$ cat src/hdl/cmp_ctrl_pkg.sv
package cmp_ctrl_pkg;

    // register byte addresses on the apb bus
    localparam logic [11:0] CTRL_OFFSET  = 12'h0F8;
    localparam logic [11:0] MUX_OFFSET   = 12'h0FC;
    localparam logic [11:0] MODE_OFFSET  = 12'h100;
    localparam logic [11:0] RESET_OFFSET = 12'h104;

    // control register field positions
    localparam int ENABLE_POS  = 7;
    localparam int STATE_POS   = 6;
    localparam int RISE_POS    = 5;
    localparam int FALL_POS    = 4;
    localparam int POS_HYS_LSB = 2;
    localparam int NEG_HYS_LSB = 0;

    // input mux register field positions
    localparam int POS_SEL_LSB = 0;
    localparam int NEG_SEL_LSB = 4;

    // reset values
    localparam logic [7:0] CTRL_RESET  = 8'h00;
    localparam logic [3:0] MUX_RESET   = 4'h0;
    localparam logic [1:0] MODE_RESET  = 2'h0;
    localparam logic       RSTEN_RESET = 1'b0;

    // hysteresis encodings
    localparam logic [1:0] HYS_OFF   = 2'b00;
    localparam logic [1:0] HYS_5MV   = 2'b01;
    localparam logic [1:0] HYS_10MV  = 2'b10;
    localparam logic [1:0] HYS_20MV  = 2'b11;

    localparam int SYNC_STAGES = 2;

endpackage : cmp_ctrl_pkg

$ cat src/hdl/cmp_sync.sv
`timescale 1ns/1ps
`default_nettype none

module cmp_sync #(
    parameter int STAGES = 2
) (
    // clock and reset
    input  wire logic ref_clk,
    input  wire logic sys_rst,
    // data
    input  wire logic asyncIn,
    output var  logic syncOut
);

    logic [STAGES-1:0] chain_r;

    // elaboration-time refusal: one stage would let metastability through
    if (STAGES < 2) begin : g_bad_stages
        $error("cmp_sync needs at least two stages");
    end

    // only the last stage is read outside this chain
    always_ff @(posedge ref_clk) begin
        if (sys_rst) begin
            chain_r <= '0;
        end else begin
            chain_r <= {chain_r[STAGES-2:0], asyncIn};
        end
    end

    assign syncOut = chain_r[STAGES-1];

endmodule : cmp_sync

`default_nettype wire

$ cat src/hdl/comparator_control_logic.sv
// Behaviour
// - drive a clocked latched output and a raw unclocked output.
// - raw output is combinational, valid without any clock.
// - comparator output can be selected as a system reset source.
// - two-bit positive and negative input selects from input mux register.
// - result polled, raises edge events and drives pins; events and latched pin move together, a clock after the state bit.
// - both pin outputs forced low while the comparator is disabled, the latched one from the next clock.
// - two-bit response time select passed to the analog comparator.
// - low four control bits hold independent hysteresis fields.
// - edge events on both rising and falling output transitions.
// - falling edge sets falling flag, rising edge sets rising flag.
// - flags stay set until software writes zero.
// - live output state readable through a read-only bit.
// - writing enable bit one enables, zero disables the comparator.
// - control register at 0xF8 with documented layout, resets to zero.
// - hysteresis codes 00 off, 01 5mV, 10 10mV, 11 20mV.
// - state is one when positive input exceeds negative input.
`timescale 1ns/1ps
`default_nettype none

module comparator_control_logic
    import cmp_ctrl_pkg::*;
(
    // clock and reset
    input  wire logic        ref_clk,
    input  wire logic        sys_rst,
    // apb slave
    input  wire logic        psel,
    input  wire logic        penable,
    input  wire logic        pwrite,
    input  wire logic [11:0] paddr,
    input  wire logic [31:0] pwdata,
    input  wire logic [3:0]  pstrb,
    output logic      [31:0] prdata,
    output logic             pready,
    output logic             pslverr,
    // analog comparator core
    input  wire logic        cmpRawIn,
    output logic             cmpEnable,
    output logic [1:0]       pos_input_select,
    output logic [1:0]       neg_input_select,
    output logic [1:0]       response_time_select,
    output logic [1:0]       pos_hysteresis_sel,
    output logic [1:0]       neg_hysteresis_sel,
    // port pins and system
    output logic             cmp_latched_out,
    output logic             cmp_raw_out,
    output logic             risingEvent,
    output logic             fallingEvent,
    output logic             cmpResetReq
);

    logic       enable_r;
    logic       riseFlag_r;
    logic       fallFlag_r;
    logic [1:0] posHys_r;
    logic [1:0] negHys_r;
    logic [1:0] posSel_r;
    logic [1:0] negSel_r;
    logic [1:0] respTime_r;
    logic       resetEn_r;
    logic       syncOut;
    logic       prevOut_r;
    logic       latched_r;
    logic       riseEv_r;
    logic       fallEv_r;
    logic       resetReq_r;
    logic [31:0] rdata_r;
    logic       ready_r;
    logic       err_r;
    logic [7:0] ctrlView;
    logic       setup;
    logic       wrCtrl;
    logic       wrMux;
    logic       wrMode;
    logic       wrRst;
    logic       mapped;
    logic       riseEdge;
    logic       fallEdge;

    cmp_sync #(
        .STAGES (SYNC_STAGES)
    ) u_sync (
        .ref_clk (ref_clk),
        .sys_rst (sys_rst),
        .asyncIn (cmpRawIn),
        .syncOut (syncOut)
    );

    // zero-wait slave: answer one cycle after the setup cycle
    assign setup  = psel && !penable;
    assign mapped = (paddr == CTRL_OFFSET) || (paddr == MUX_OFFSET)
                 || (paddr == MODE_OFFSET) || (paddr == RESET_OFFSET);
    assign wrCtrl = psel && penable && pready && pwrite && pstrb[0]
                 && (paddr == CTRL_OFFSET);
    assign wrMux  = psel && penable && pready && pwrite && pstrb[0]
                 && (paddr == MUX_OFFSET);
    assign wrMode = psel && penable && pready && pwrite && pstrb[0]
                 && (paddr == MODE_OFFSET);
    assign wrRst  = psel && penable && pready && pwrite && pstrb[0]
                 && (paddr == RESET_OFFSET);

    assign riseEdge = enable_r && syncOut && !prevOut_r;
    assign fallEdge = enable_r && !syncOut && prevOut_r;

    assign ctrlView = {enable_r, syncOut, riseFlag_r, fallFlag_r,
                       posHys_r, negHys_r};

    always_ff @(posedge ref_clk) begin
        if (sys_rst) begin
            ready_r <= 1'b0;
            err_r   <= 1'b0;
        end else begin
            ready_r <= setup;
            err_r   <= setup && !mapped;
        end
    end

    always_ff @(posedge ref_clk) begin
        if (sys_rst) begin
            rdata_r <= '0;
        end else if (setup && !pwrite) begin
            unique case (paddr)
                CTRL_OFFSET:  rdata_r <= {24'h00_0000, ctrlView};
                MUX_OFFSET:   rdata_r <= {26'h000_0000, negSel_r,
                                          2'b00, posSel_r};
                MODE_OFFSET:  rdata_r <= {30'h0000_0000, respTime_r};
                RESET_OFFSET: rdata_r <= {31'h0000_0000, resetEn_r};
                default:      rdata_r <= '0;
            endcase
        end
    end

    // control register fields
    always_ff @(posedge ref_clk) begin
        if (sys_rst) begin
            enable_r <= CTRL_RESET[ENABLE_POS];
            posHys_r <= CTRL_RESET[POS_HYS_LSB +: 2];
            negHys_r <= CTRL_RESET[NEG_HYS_LSB +: 2];
        end else if (wrCtrl) begin
            enable_r <= pwdata[ENABLE_POS];
            posHys_r <= pwdata[POS_HYS_LSB +: 2];
            negHys_r <= pwdata[NEG_HYS_LSB +: 2];
        end
    end

    // a new edge beats a software clear in the same cycle
    always_ff @(posedge ref_clk) begin
        if (sys_rst) begin
            riseFlag_r <= CTRL_RESET[RISE_POS];
            fallFlag_r <= CTRL_RESET[FALL_POS];
        end else begin
            if (riseEdge) begin
                riseFlag_r <= 1'b1;
            end else if (wrCtrl && !pwdata[RISE_POS]) begin
                riseFlag_r <= 1'b0;
            end
            if (fallEdge) begin
                fallFlag_r <= 1'b1;
            end else if (wrCtrl && !pwdata[FALL_POS]) begin
                fallFlag_r <= 1'b0;
            end
        end
    end

    always_ff @(posedge ref_clk) begin
        if (sys_rst) begin
            posSel_r <= MUX_RESET[POS_SEL_LSB +: 2];
            negSel_r <= MUX_RESET[NEG_SEL_LSB - 2 +: 2];
        end else if (wrMux) begin
            posSel_r <= pwdata[POS_SEL_LSB +: 2];
            negSel_r <= pwdata[NEG_SEL_LSB +: 2];
        end
    end

    always_ff @(posedge ref_clk) begin
        if (sys_rst) begin
            respTime_r <= MODE_RESET;
        end else if (wrMode) begin
            respTime_r <= pwdata[1:0];
        end
    end

    always_ff @(posedge ref_clk) begin
        if (sys_rst) begin
            resetEn_r <= RSTEN_RESET;
        end else if (wrRst) begin
            resetEn_r <= pwdata[0];
        end
    end

    // output path: history, latched pin, events and reset request
    always_ff @(posedge ref_clk) begin
        if (sys_rst) begin
            prevOut_r  <= 1'b0;
            latched_r  <= 1'b0;
            riseEv_r   <= 1'b0;
            fallEv_r   <= 1'b0;
            resetReq_r <= 1'b0;
        end else begin
            prevOut_r  <= syncOut;
            latched_r  <= enable_r && syncOut;
            riseEv_r   <= riseEdge;
            fallEv_r   <= fallEdge;
            // low output means positive input below negative input
            resetReq_r <= resetEn_r && enable_r && !syncOut;
        end
    end

    assign prdata               = rdata_r;
    assign pready               = ready_r;
    assign pslverr              = err_r;
    assign cmpEnable            = enable_r;
    assign pos_input_select     = posSel_r;
    assign neg_input_select     = negSel_r;
    assign response_time_select = respTime_r;
    assign pos_hysteresis_sel   = posHys_r;
    assign neg_hysteresis_sel   = negHys_r;
    assign cmp_latched_out      = latched_r;
    assign risingEvent          = riseEv_r;
    assign fallingEvent         = fallEv_r;
    assign cmpResetReq          = resetReq_r;
    // raw path has no flop so it works with the clock stopped
    assign cmp_raw_out          = cmpRawIn && enable_r;
    // cmpRawIn is high when the positive input is the larger

endmodule : comparator_control_logic

`default_nettype wire

$ cat config.mk
export PLATFORM = sky130hd
export DESIGN_NAME = comparator_control_logic
export DESIGN_NICKNAME = d
export VERILOG_FILES = /design/src/hdl/cmp_ctrl_pkg.sv /design/src/hdl/cmp_sync.sv /design/src/hdl/comparator_control_logic.sv
export SDC_FILE = /design/constraint.sdc
export NUM_CORES = 1
export LEC_CHECK = 0
export ABC_AREA = 1
export BUFFER_PORTS_ARGS = -buffer_cell sky130_fd_sc_hd__clkbuf_2
export CAP_MARGIN = 20
export CORE_ASPECT_RATIO = 0.7
export CORE_MARGIN = 3
export CORE_UTILIZATION = 44
export DETAILED_ROUTE_END_ITERATION = 8
export MAX_ROUTING_LAYER = met4
export PLACE_DENSITY = 0.84
export SLEW_MARGIN = 20
export SYNTH_ARGS = -nofsm -noshare
export SYNTH_HDL_FRONTEND = slang
export SYNTH_SLANG_ARGS = --single-unit
export TNS_END_PERCENT = 20
$ cat constraint.sdc
create_clock -name ref_clk -period 2.8 [get_ports ref_clk]
set_input_delay 0.56 -clock ref_clk [delete_from_list [all_inputs] [get_ports ref_clk]]
set_output_delay 0.56 -clock ref_clk [all_outputs]
set_load 0.02 [all_outputs]
* After elaboration in Yosys (flattened, before gate mapping) *
Cells that the tools add are included.

word-level totals
  flip-flop bits (word level) = 55
  latch bits = 0
  RAM bits = 0
  memory bits (read-only) = 0
  input port bits = 54
  output and inout port bits = 50
  memories = 0

cells by class
  add/subtract/negate cells = 0
  multiply operators = 0
  div/mod/pow operators = 0
  $lt $le $gt $ge = 0
  equal/unequal tests = 4
  shift-type cells = 0
  mux-type cells = 5
  bitwise operators = 0
  reductions and logical operators = 32

operator list
  cell                                                   count
  case mux 8 bit (4 select lines)                        1
  equality test 12 x 8 -> 1 bit (second input constant)  2
  equality test 12 x 9 -> 1 bit (second input constant)  2
  logical AND 1 bit                                      20
  logical NOT 1 bit                                      7
  two-way mux 1 bit                                      4
  nonzero test 2 bit                                     2
  logical OR 1 bit                                       3

* Longest topological paths before layout *
Gate-level depths: netlist of run 1.

  depth after elaboration = 8
  gate-level depth with buffers = 11
  mapped depth without buffers = 10

* Cells and area by module *
A second synthesis of run 1 with hierarchy kept.

unflattened totals
  cells, all modules = 207
  area, all modules = 1514.0 µm²

by module, submodules not included
  module                    times used  cells each  area each (µm²)  sequential area each (µm²)
  comparator_control_logic  1           201         1458.9           580.6
  cmp_sync                  1           6           55.1             40.0

* Least setup slack after synthesis of run 1 *
Ideal clock, no wire load.

  path kind = input port to flip-flop
  from = input port paddr[11]
  to = register rdata_r[4] (netlist: prdata[4])
  data arrival time = 1.441 ns
  required time = 2.732 ns
  path slack = 1.291 ns
  stages on the path = 9
  path through = or2_4 nor2_8 nand2_4 clkinv_2 buf_6 nand2_2 nand2_1 nand2_1 a21oi_2

between the ends
  cells in the longest elaborated chain, start to end = 2
  elaborated cells on any way between the ends = 5
  classes of those cells = eq/ne (4); mux (1)

RTL lines
  what                                                                                   line                             RTL
  start: declaration                                                                     comparator_control_logic.sv:31   input wire logic [11:0] paddr,
  equality test 12 x 9 -> 1 bit / equality test 12 x 8 -> 1 bit (equally long branches)  comparator_control_logic.sv:123  unique case (paddr)
  case mux 8 bit (4 select lines) (*)                                                    comparator_control_logic.sv:123
  end signal: assignment                                                                 comparator_control_logic.sv:124  CTRL_OFFSET: rdata_r <= {24'h00_0000, ctrlView};
  end signal: assignment                                                                 comparator_control_logic.sv:125  MUX_OFFSET: rdata_r <= {26'h000_0000, negSel_r,
  end signal: assignment                                                                 comparator_control_logic.sv:127  MODE_OFFSET: rdata_r <= {30'h0000_0000, respTime_r};
  end: declaration                                                                       comparator_control_logic.sv:68   logic [31:0] rdata_r;

Mark *: on every way between the ends. The rest lies on a longest branch, timed or not.
A chain may end at the register's enable or synchronous reset.

* Worst setup path in the final report of run 1 *
  from = register enable_r (netlist: cmpEnable)
  to = output port cmp_raw_out

between the ends
  cells in the longest elaborated chain, start to end = 1

RTL lines
  what                      line                             RTL
  start: declaration        comparator_control_logic.sv:53   logic enable_r;
  start signal: assignment  comparator_control_logic.sv:137  enable_r <= CTRL_RESET[ENABLE_POS];
  start signal: assignment  comparator_control_logic.sv:141  enable_r <= pwdata[ENABLE_POS];
  logical AND 1 bit         comparator_control_logic.sv:224  assign cmp_raw_out = cmpRawIn && enable_r;
  end: declaration          comparator_control_logic.sv:47   output logic cmp_raw_out,

No other way between the ends.

==> results of run 1 <==
==> worst paths after layout <==
path | cells after the start | slack, ps | startpoint | to
min | 2 | 400 | u_sync.chain_r[0] | u_sync.chain_r[1]
min reg2reg | 2 | 400 | u_sync.chain_r[0] | u_sync.chain_r[1]
max reg2reg | 5 | 1480 | pready | response_time_select[0]
max | 3 | 1280 | cmpEnable | cmp_raw_out
==> cell families after synthesis <==
kind of cell / count (synthesis) / synth area share [%]
AO/OA/AOI/OAI: 29 / 10.0
buffers and inverters: 49 / 18.3
flip-flops: 31 / 40.2
other: 1 / 0.243
AND/OR/NAND/NOR: 103 / 31.3
==> layer usage <==
metal	up-vias	wire (µm)	global-route usage (%)
li1	741	-	-
met1	637	1590	21.6
met2	46	1490	24.8
met3	6	259	5.66
met5	-	0	-
met4	0	37	6.72
==> cell type report <==
cell class / count / share of cell area [%]
multi-input combinational: 156 / 39.9
sequential: 31 / 34.0
timing repair buffer: 51 / 14.0
inverter: 21 / 4.39
clock buffer: 7 / 4.18
tap: 47 / 3.22
clock inverter: 1 / 0.274
==> placed cells by master, fill, tap and decap left out, drive strengths merged <==
cell type | netlist | layout
clkbuf | 3 | 58
conb | 1 | 24
or2 | 2 | 2
nand2 | 49 | 49
nand3b | 1 | 1
nand3 | 20 | 20
inv | 20 | 20
o22ai | 2 | 2
nor2 | 26 | 26
a21oi | 18 | 18
nor3 | 3 | 3
nand4 | 2 | 2
o21ai | 9 | 9
dfxtp | 31 | 31
clkinv | 1 | 2
==> metrics by stage <==
stage | instance area (µm²) | hold slack [ps] | utilization, % | total power (µW) | cells
detailed placement | 1740 | 396 | 53.6 | 539 | 306
global route | 1820 | 437 | 56.1 | 898 | 314
floorplan | 1630 | 388 | - | 536 | 236
CTS | 1820 | 404 | 56.1 | 868 | 314
global placement | 1740 | 390 | 53.6 | 537 | 306
finish | 1820 | 404 | 56.1 | 862 | 314
==> power by group <==
group	internal (µW)	switching (µW)	total (µW)
Sequential	444	1.26	445
Combinational	21.6	63.1	84.7
Clock	174	158	332
==> worst max-delay path: stages (launching register included) <==
cell and delay (ps):
dfxtp_1 410, nand2_1 70, inv_1 50, clkbuf_2 150
==> cells in the mapped netlist, types with 3 or more instances <==
cell,n
a21oi_1,16
buf_4,24
clkbuf_1,3
dfxtp_1,31
inv_1,19
nand2_1,44
nand2_2,4
nand3_1,20
nor2_1,21
nor2_2,3
nor3_1,3
o21ai_0,9
==> flip-flops by register name, summed over array words and instances (netlist names), 2 cells and up <==
name,flops
prdata,8
neg_hysteresis_sel,2
neg_input_select,2
pos_hysteresis_sel,2
pos_input_select,2
response_time_select,2
u_sync.chain_r,2
==> impl_metrics.tcl, run 1 <==
set metrics [dict create \
    outcome "complete, no violations" \
    ys_seq_area_share_pct 40.2 \
    fin_crit_sh_pct 54.3 \
    period_minus_slack_ps 1520 \
    viasPerCell 4.55 \
    criticalPathCategory "flop to output port" \
    final_layout_size_suffix_gt1_share_pct 27.3 \
    powerDensity_nw_per_um2 473 \
    path_max_fanout 5 \
    relSlewSlack_pct 61.8 \
    grt_max_degree 30 \
    avgSynthCellArea_um2 7.25 \
    tns_ps 0 \
    placementRows 17 \
    dp_hpwl_um 2680 \
    dpl_worst_slack_ps 1010 \
    hold_class "flop to flop" \
    antenna_found_initial 0 \
    first_global_vias 1316 \
    ir_drop_mv 0.245 \
    mappedNetlistArea_um2 1550 \
    slew_viol_final 0 \
    timing.final.ws_setup_ps 1280 \
    post_cts_resized 0 \
    setup_violations 0 \
    grt_pass1_wl_um 5660 \
    arrival_ps 960 \
    multi_input_area_um2 728 \
    power_leakage_uw 0.000906 \
    fin_worst_skew_ps 5.79 \
    grt.total_usage_pct 17.0 \
    regArea_um2 621 \
    routed_wl_um 3370 \
    die_w_um 76.8 \
    cts-hold-fix-buffers 0 \
    route.vias.total 1430 \
    crit_path_end_kind "output port" \
    gr-total-overflow 0 \
    max_clock_freq_mhz 658 \
    cts_sinks 31 \
    synthCells 213 \
    synth-warning-count 0 \
    boundaryPins 104 \
    synth_top_area_cell "dfxtp_1" \
    place_congestion 0.835 \
    drc_errors 0 \
    htreeDepth 2 \
    clk_pin_slew_ps 60 \
    postCtsSetupRepairBufs 0 \
    nets 320 \
    fp.dieArea_um2 4270 \
    cts_made_buffers 5 \
    async_reset_ff_share_pct 0 \
    drv_cap 0 \
    rsz0062_at_grt "no" \
    drtAntennaViolNets 0 \
    synth-edff-count 0 \
    finalHoldViolCount 0 \
    coreArea_um2 3250 \
    clk_latency_ps 280 \
    worstMarginPinSlew_ps 573 \
    worst_setup_path_start_kind "flop" \
    synth.distinct_cells 24 \
    syn2layout_area_growth_pct 18.1 \
    port_buffers 51 \
    drt_first_pass_iters 4 \
    worstPathRequired_ps 2240 \
    synthTopCellsByArea "dfxtp_1 40%, buf_4 12%, nand2_1 11%, nand3_1 6.5%, a21oi_1 5.2%" \
    synth_top_cell_area_share_pct 40.2 \
    diodes 0 \
    cts_root_buf "clkbuf_8" \
    drtIter0Drc 90 \
    fillCellCount 335 \
    synth_ff_type "dfxtp_1" \
    ys_seq_elements 31 \
    wire_per_inst_um 10.7 \
    cts_buffer_depth 2 \
    cts_tree "yes" \
    initial_utilization_pct 47.5 \
    die_y_um 55.6 \
]
No activity file was read; power rests on OpenSTA's default activity.
==> run 2, diff against run 1 <==
--- a/config.mk
+++ b/config.mk
@@ -10,10 +10,10 @@
 export CAP_MARGIN = 20
 export CORE_ASPECT_RATIO = 0.7
 export CORE_MARGIN = 3
-export CORE_UTILIZATION = 44
+export CORE_UTILIZATION = 41
 export DETAILED_ROUTE_END_ITERATION = 8
 export MAX_ROUTING_LAYER = met4
-export PLACE_DENSITY = 0.84
+export PLACE_DENSITY = 0.79
 export SLEW_MARGIN = 20
 export SYNTH_ARGS = -nofsm -noshare
 export SYNTH_HDL_FRONTEND = slang
==> constraint.sdc (replaced) <==
create_clock -name ref_clk -period 1.59 [get_ports ref_clk]
set_input_delay 0.318 -clock ref_clk [delete_from_list [all_inputs] [get_ports ref_clk]]
set_output_delay 0.318 -clock ref_clk [all_outputs]
set_load 0.02 [all_outputs]
==> run 2 against run 1 <==
  * Final area up 1.2%
  * Sequential power up 76%
  * Worst setup slack worse by 980 ps
  * Via count up 0.14%
  * Combinational power up 79%
  * Critical path depth unchanged
  * Cell count up 0.64%
  * Power up 72%
  * Global-route usage down 0.55 points
==> impl_metrics.tcl, run 2 (same netlist as run 1, synthesis figures left out) <==
set metrics [dict create \
    rrSetupSlack_ps 430 \
    largest_reg_flops 8 \
    antenna_found_initial 0 \
    worstPathRequired_ps 1270 \
    grt.total_usage_pct 16.4 \
    clk_pin_slew_ps 60 \
    wire_per_inst_um 11.0 \
    final_layout_size_suffix_gt1_share_pct 28.3 \
    cts_made_buffers 5 \
    rr_startpoint "pready" \
    grt_max_degree 20 \
    clk_latency_ps 280 \
    outcome "complete, no violations" \
    final_area_um2 1850 \
    tns_ps 0 \
    path_max_fanout 5 \
    coreArea_um2 3380 \
    port_buffers 51 \
    final_util_pct 54.6 \
    crit_path_end_kind "output port" \
    place_congestion 0.852 \
    power_leakage_uw 0.000921 \
    hold_path.startpoint "cmpRawIn" \
    drc_errors 0 \
    route.vias.total 1432 \
    drt_first_pass_iters 4 \
    grt_pass1_wl_um 5680 \
    placementRows 17 \
    cts_sinks 31 \
    first_global_vias 1274 \
    final_cell_mix "51 x clkbuf_2, 44 x nand2_1, 31 x dfxtp_1" \
    ir_drop_mv 0.416 \
    cts_tree "yes" \
    cts-hold-fix-buffers 0 \
    reg2regPathDepth 5 \
    drtIter0Drc 89 \
    htreeDepth 2 \
    cts_root_buf "clkbuf_8" \
    nets 324 \
    rsz0062_at_grt "no" \
    routed_wl_um 3460 \
    placed_area_um2 1770 \
    setup_violations 0 \
    post_cts_resized 0 \
    powerDensity_nw_per_um2 805 \
    cts_buffer_depth 2 \
    hold_class "primary input to flop" \
    fin_crit_sh_pct 81.0 \
    worst_setup_path_start_kind "flop" \
    min_to "u_sync.chain_r[0]" \
    final_common_cell "clkbuf_2" \
    arrival_ps 970 \
    postCtsSetupRepairBufs 0 \
    dp_hpwl_um 2770 \
    syn2layout_area_growth_pct 19.4 \
    reg2reg_to "response_time_select[0]" \
    period_minus_slack_ps 1290 \
    drtAntennaViolNets 0 \
    slew_viol_final 0 \
    die_y_um 57.4 \
    finalHoldViolCount 0 \
    fin_worst_skew_ps 4.46 \
    drv_cap 0 \
    boundaryPins 104 \
    criticalPathCategory "flop to output port" \
    die_w_um 79.4 \
    whs_ps 242 \
    fillCellCount 337 \
    diodes 0 \
    max_clock_freq_mhz 776 \
    fp.dieArea_um2 4550 \
    whs_path_depth 3 \
    viasPerCell 4.53 \
    initial_utilization_pct 45.7 \
    gr-total-overflow 0 \
]
## run 2: changes by cell type in the layout (fill, tap and decap cells not counted), sizes merged
cell,before,now
buf,0,4
clkbuf,58,57
clkinv,2,1
## run 2: routing by layer
layer	wire length (µm)	global-route usage, %
met3	282	4.89
met1	1690	22.0
met4	40	5.88
met2	1450	23.3
met5	0	-
## run 2: report_power, final
group / switching (µW) / total [µW] / internal (µW)
clock network: 259 / 550 / 291
logic: 111 / 152 / 41.1
registers: 2.32 / 784 / 782
total: 373 / 1490 / 1110
## run 2: final cells by class
class / count / area (µm²) / share of cell area [%]
clock buffers: 6 / 72.6 / 3.93
inverters: 21 / 80.1 / 4.34
multi-input cells: 156 / 728 / 39.5
flip-flops and latches: 31 / 621 / 33.6
well taps: 47 / 58.8 / 3.19
repair buffers: 55 / 285 / 15.5
## run 2: worst max path at each step
stage / to / from
2_1_floorplan: prdata[4] / paddr[11]
3_3_place_gp: cmpEnable / paddr[1]
3_5_place_dp: cmpEnable / paddr[1]
4_1_cts: cmp_raw_out / cmpEnable
5_1_grt: cmp_raw_out / cmpEnable
6_report: cmp_raw_out / cmpEnable
## run 2: critical path, cell delays in order, from the launching register on
cell and delay [ps]:
dfxtp_1 410, nand2_1 70, inv_1 60, clkbuf_2 160
## run 2: stage by stage
stage / std cells / total power [µW] / worst slack, ps
5_1_grt: 316 / 1560 / 240
6_report: 316 / 1490 / 302
4_1_cts: 316 / 1500 / 285
3_5_place_dp: 310 / 952 / 84.6
2_1_floorplan: 236 / 945 / 323
3_3_place_gp: 310 / 950 / 107
==> run 3, diff against run 2 <==
==> constraint.sdc (replaced) <==
create_clock -name ref_clk -period 1.2 [get_ports ref_clk]
set_input_delay 0.24 -clock ref_clk [delete_from_list [all_inputs] [get_ports ref_clk]]
set_output_delay 0.24 -clock ref_clk [all_outputs]
set_load 0.02 [all_outputs]
==> run 3 against run 2 <==
  * Hold slack got worse by 89 ps
  * Clock skew rose by 0.97 ps
  * First-iteration DRC count is 27% lower
  * Die area unchanged
  * Routed wire length rose by 4.9%
  * Clock power grew 93%
  * Critical endpoint unchanged
  * Combinational power up 46%
  * Critical path type unchanged
  * Largest cell class unchanged
==> impl_metrics.tcl, run 3 (same netlist as run 1, synthesis figures left out) <==
set metrics [dict create \
    outcome "complete, no violations" \
    ir_drop_mv 0.885 \
    worstPathRequired_ps 960 \
    first_global_vias 1359 \
    power_leakage_uw 0.00101 \
    htreeDepth 2 \
    grt.total_usage_pct 17.5 \
    period_minus_slack_ps 1160 \
    postCtsSetupRepairBufs 0 \
    grt_pass1_wl_um 6010 \
    coreArea_um2 3380 \
    drc_errors 0 \
    die_y_um 57.4 \
    powerDensity_nw_per_um2 1150 \
    path_max_fanout 5 \
    slew_viol_final 0 \
    finalHoldViolCount 0 \
    drtAntennaViolNets 0 \
    port_buffers 51 \
    fp.dieArea_um2 4550 \
    criticalPathCategory "flop to output port" \
    drtIter0Drc 65 \
    fin_crit_sh_pct 96.4 \
    arrival_ps 920 \
    clk_latency_ps 290 \
    placementRows 17 \
    cts_sinks 31 \
    cts_tree "yes" \
    drt_first_pass_iters 4 \
    final_layout_size_suffix_gt1_share_pct 32.9 \
    setup_violations 0 \
    grt_max_degree 19 \
    p_total_uw 2320 \
    syn2layout_area_growth_pct 30.0 \
    drv_cap 0 \
    wire_per_inst_um 11.0 \
    antenna_found_initial 0 \
    final_cell_mix "51 x clkbuf_2, 44 x nand2_1, 30 x dfxtp_1" \
    initial_utilization_pct 45.7 \
    fin_worst_skew_ps 5.44 \
    routed_wl_um 3630 \
    diodes 0 \
    largest_reg_flops 8 \
    route.vias.total 1483 \
    hold_class "primary input to flop" \
    nets 336 \
    max_clock_freq_mhz 864 \
    die_w_um 79.4 \
    place_congestion 0.857 \
    gr-total-overflow 0 \
    clk_pin_slew_ps 60 \
    final_common_cell "clkbuf_2" \
    cts_buffer_depth 2 \
    boundaryPins 104 \
    final_util_pct 59.4 \
    crit_path_end_kind "output port" \
    cts_made_buffers 5 \
    viasPerCell 4.49 \
    rsz0062_at_grt "yes" \
    cts_root_buf "clkbuf_8" \
    worst_setup_path_start_kind "flop" \
    dp_hpwl_um 2940 \
]
run 3: cell types whose count changed in the layout (fill, tap and decap cells not counted), sizes merged:
cell and delta:
buf +12, clkinv +1, bufinv +1
run 3: path summary, 6_finish.rpt:
kind                      from                 endpoint  slack [ps]  cells after the start
max                  cmpEnable              cmp_raw_out          40                      3
min                   cmpRawIn        u_sync.chain_r[0]         150                      3
max reg2reg             pready  response_time_select[0]         100                      5
min reg2reg  u_sync.chain_r[0]        u_sync.chain_r[1]         400                      2
run 3: critical path: stages, from the launching register on:
cell and delay, ps:
dfxtp_2 370, nand2_1 60, inv_1 50, clkbuf_2 160
run 3: metrics by stage:
step	hold slack [ps]	setup TNS (ps)	cells	instance area, µm²	setup WS, ps
2_1_floorplan	347	0	236	1640	11.0
3_3_place_gp	389	-1950	322	1880	-166
3_5_place_dp	398	-2760	322	1880	-204
4_1_cts	146	0	330	2000	32.2
5_1_grt	160	-48.1	330	2010	-37.8
6_report	152	0	330	2010	42.8
run 3: final cells by class:
| type | count | area [µm²] |
|---|---|---|
| Fill cell | 321 | 1370 |
| Multi-Input combinational cell | 156 | 743 |
| Sequential cell | 31 | 622 |
| Timing Repair Buffer | 67 | 388 |
| Clock buffer | 6 | 82.6 |
| Inverter | 21 | 80.1 |
| Tap cell | 47 | 58.8 |
| Clock inverter | 2 | 35.0 |
run 3: what timing repair did:
item / CTS / global route
endpoints found under the setup margin: 1 / 5
gates resized for setup: 1 / 4
hold buffers: 0 / 0
endpoints found under the hold margin: 0 / 0
run 3: layer usage:
| metal | track usage [%] | vias up | share of wire [%] |
|---|---|---|---|
| met5 | - | - | 0 |
| met4 | 6.62 | 0 | 1.8 |
| met3 | 5.05 | 7 | 7.6 |
| met2 | 26.1 | 50 | 45 |
| met1 | 22.5 | 658 | 46 |
| li1 | - | 768 | - |
run 3: where the power goes:
group	internal (µW)	total (µW)	switching, µW	leakage, µW
registers	1040	1040	3.13	0.000251
logic	67.9	222	154	0.000702
clock network	671	1060	387	0.0000612
total	1770	2320	543	0.00101
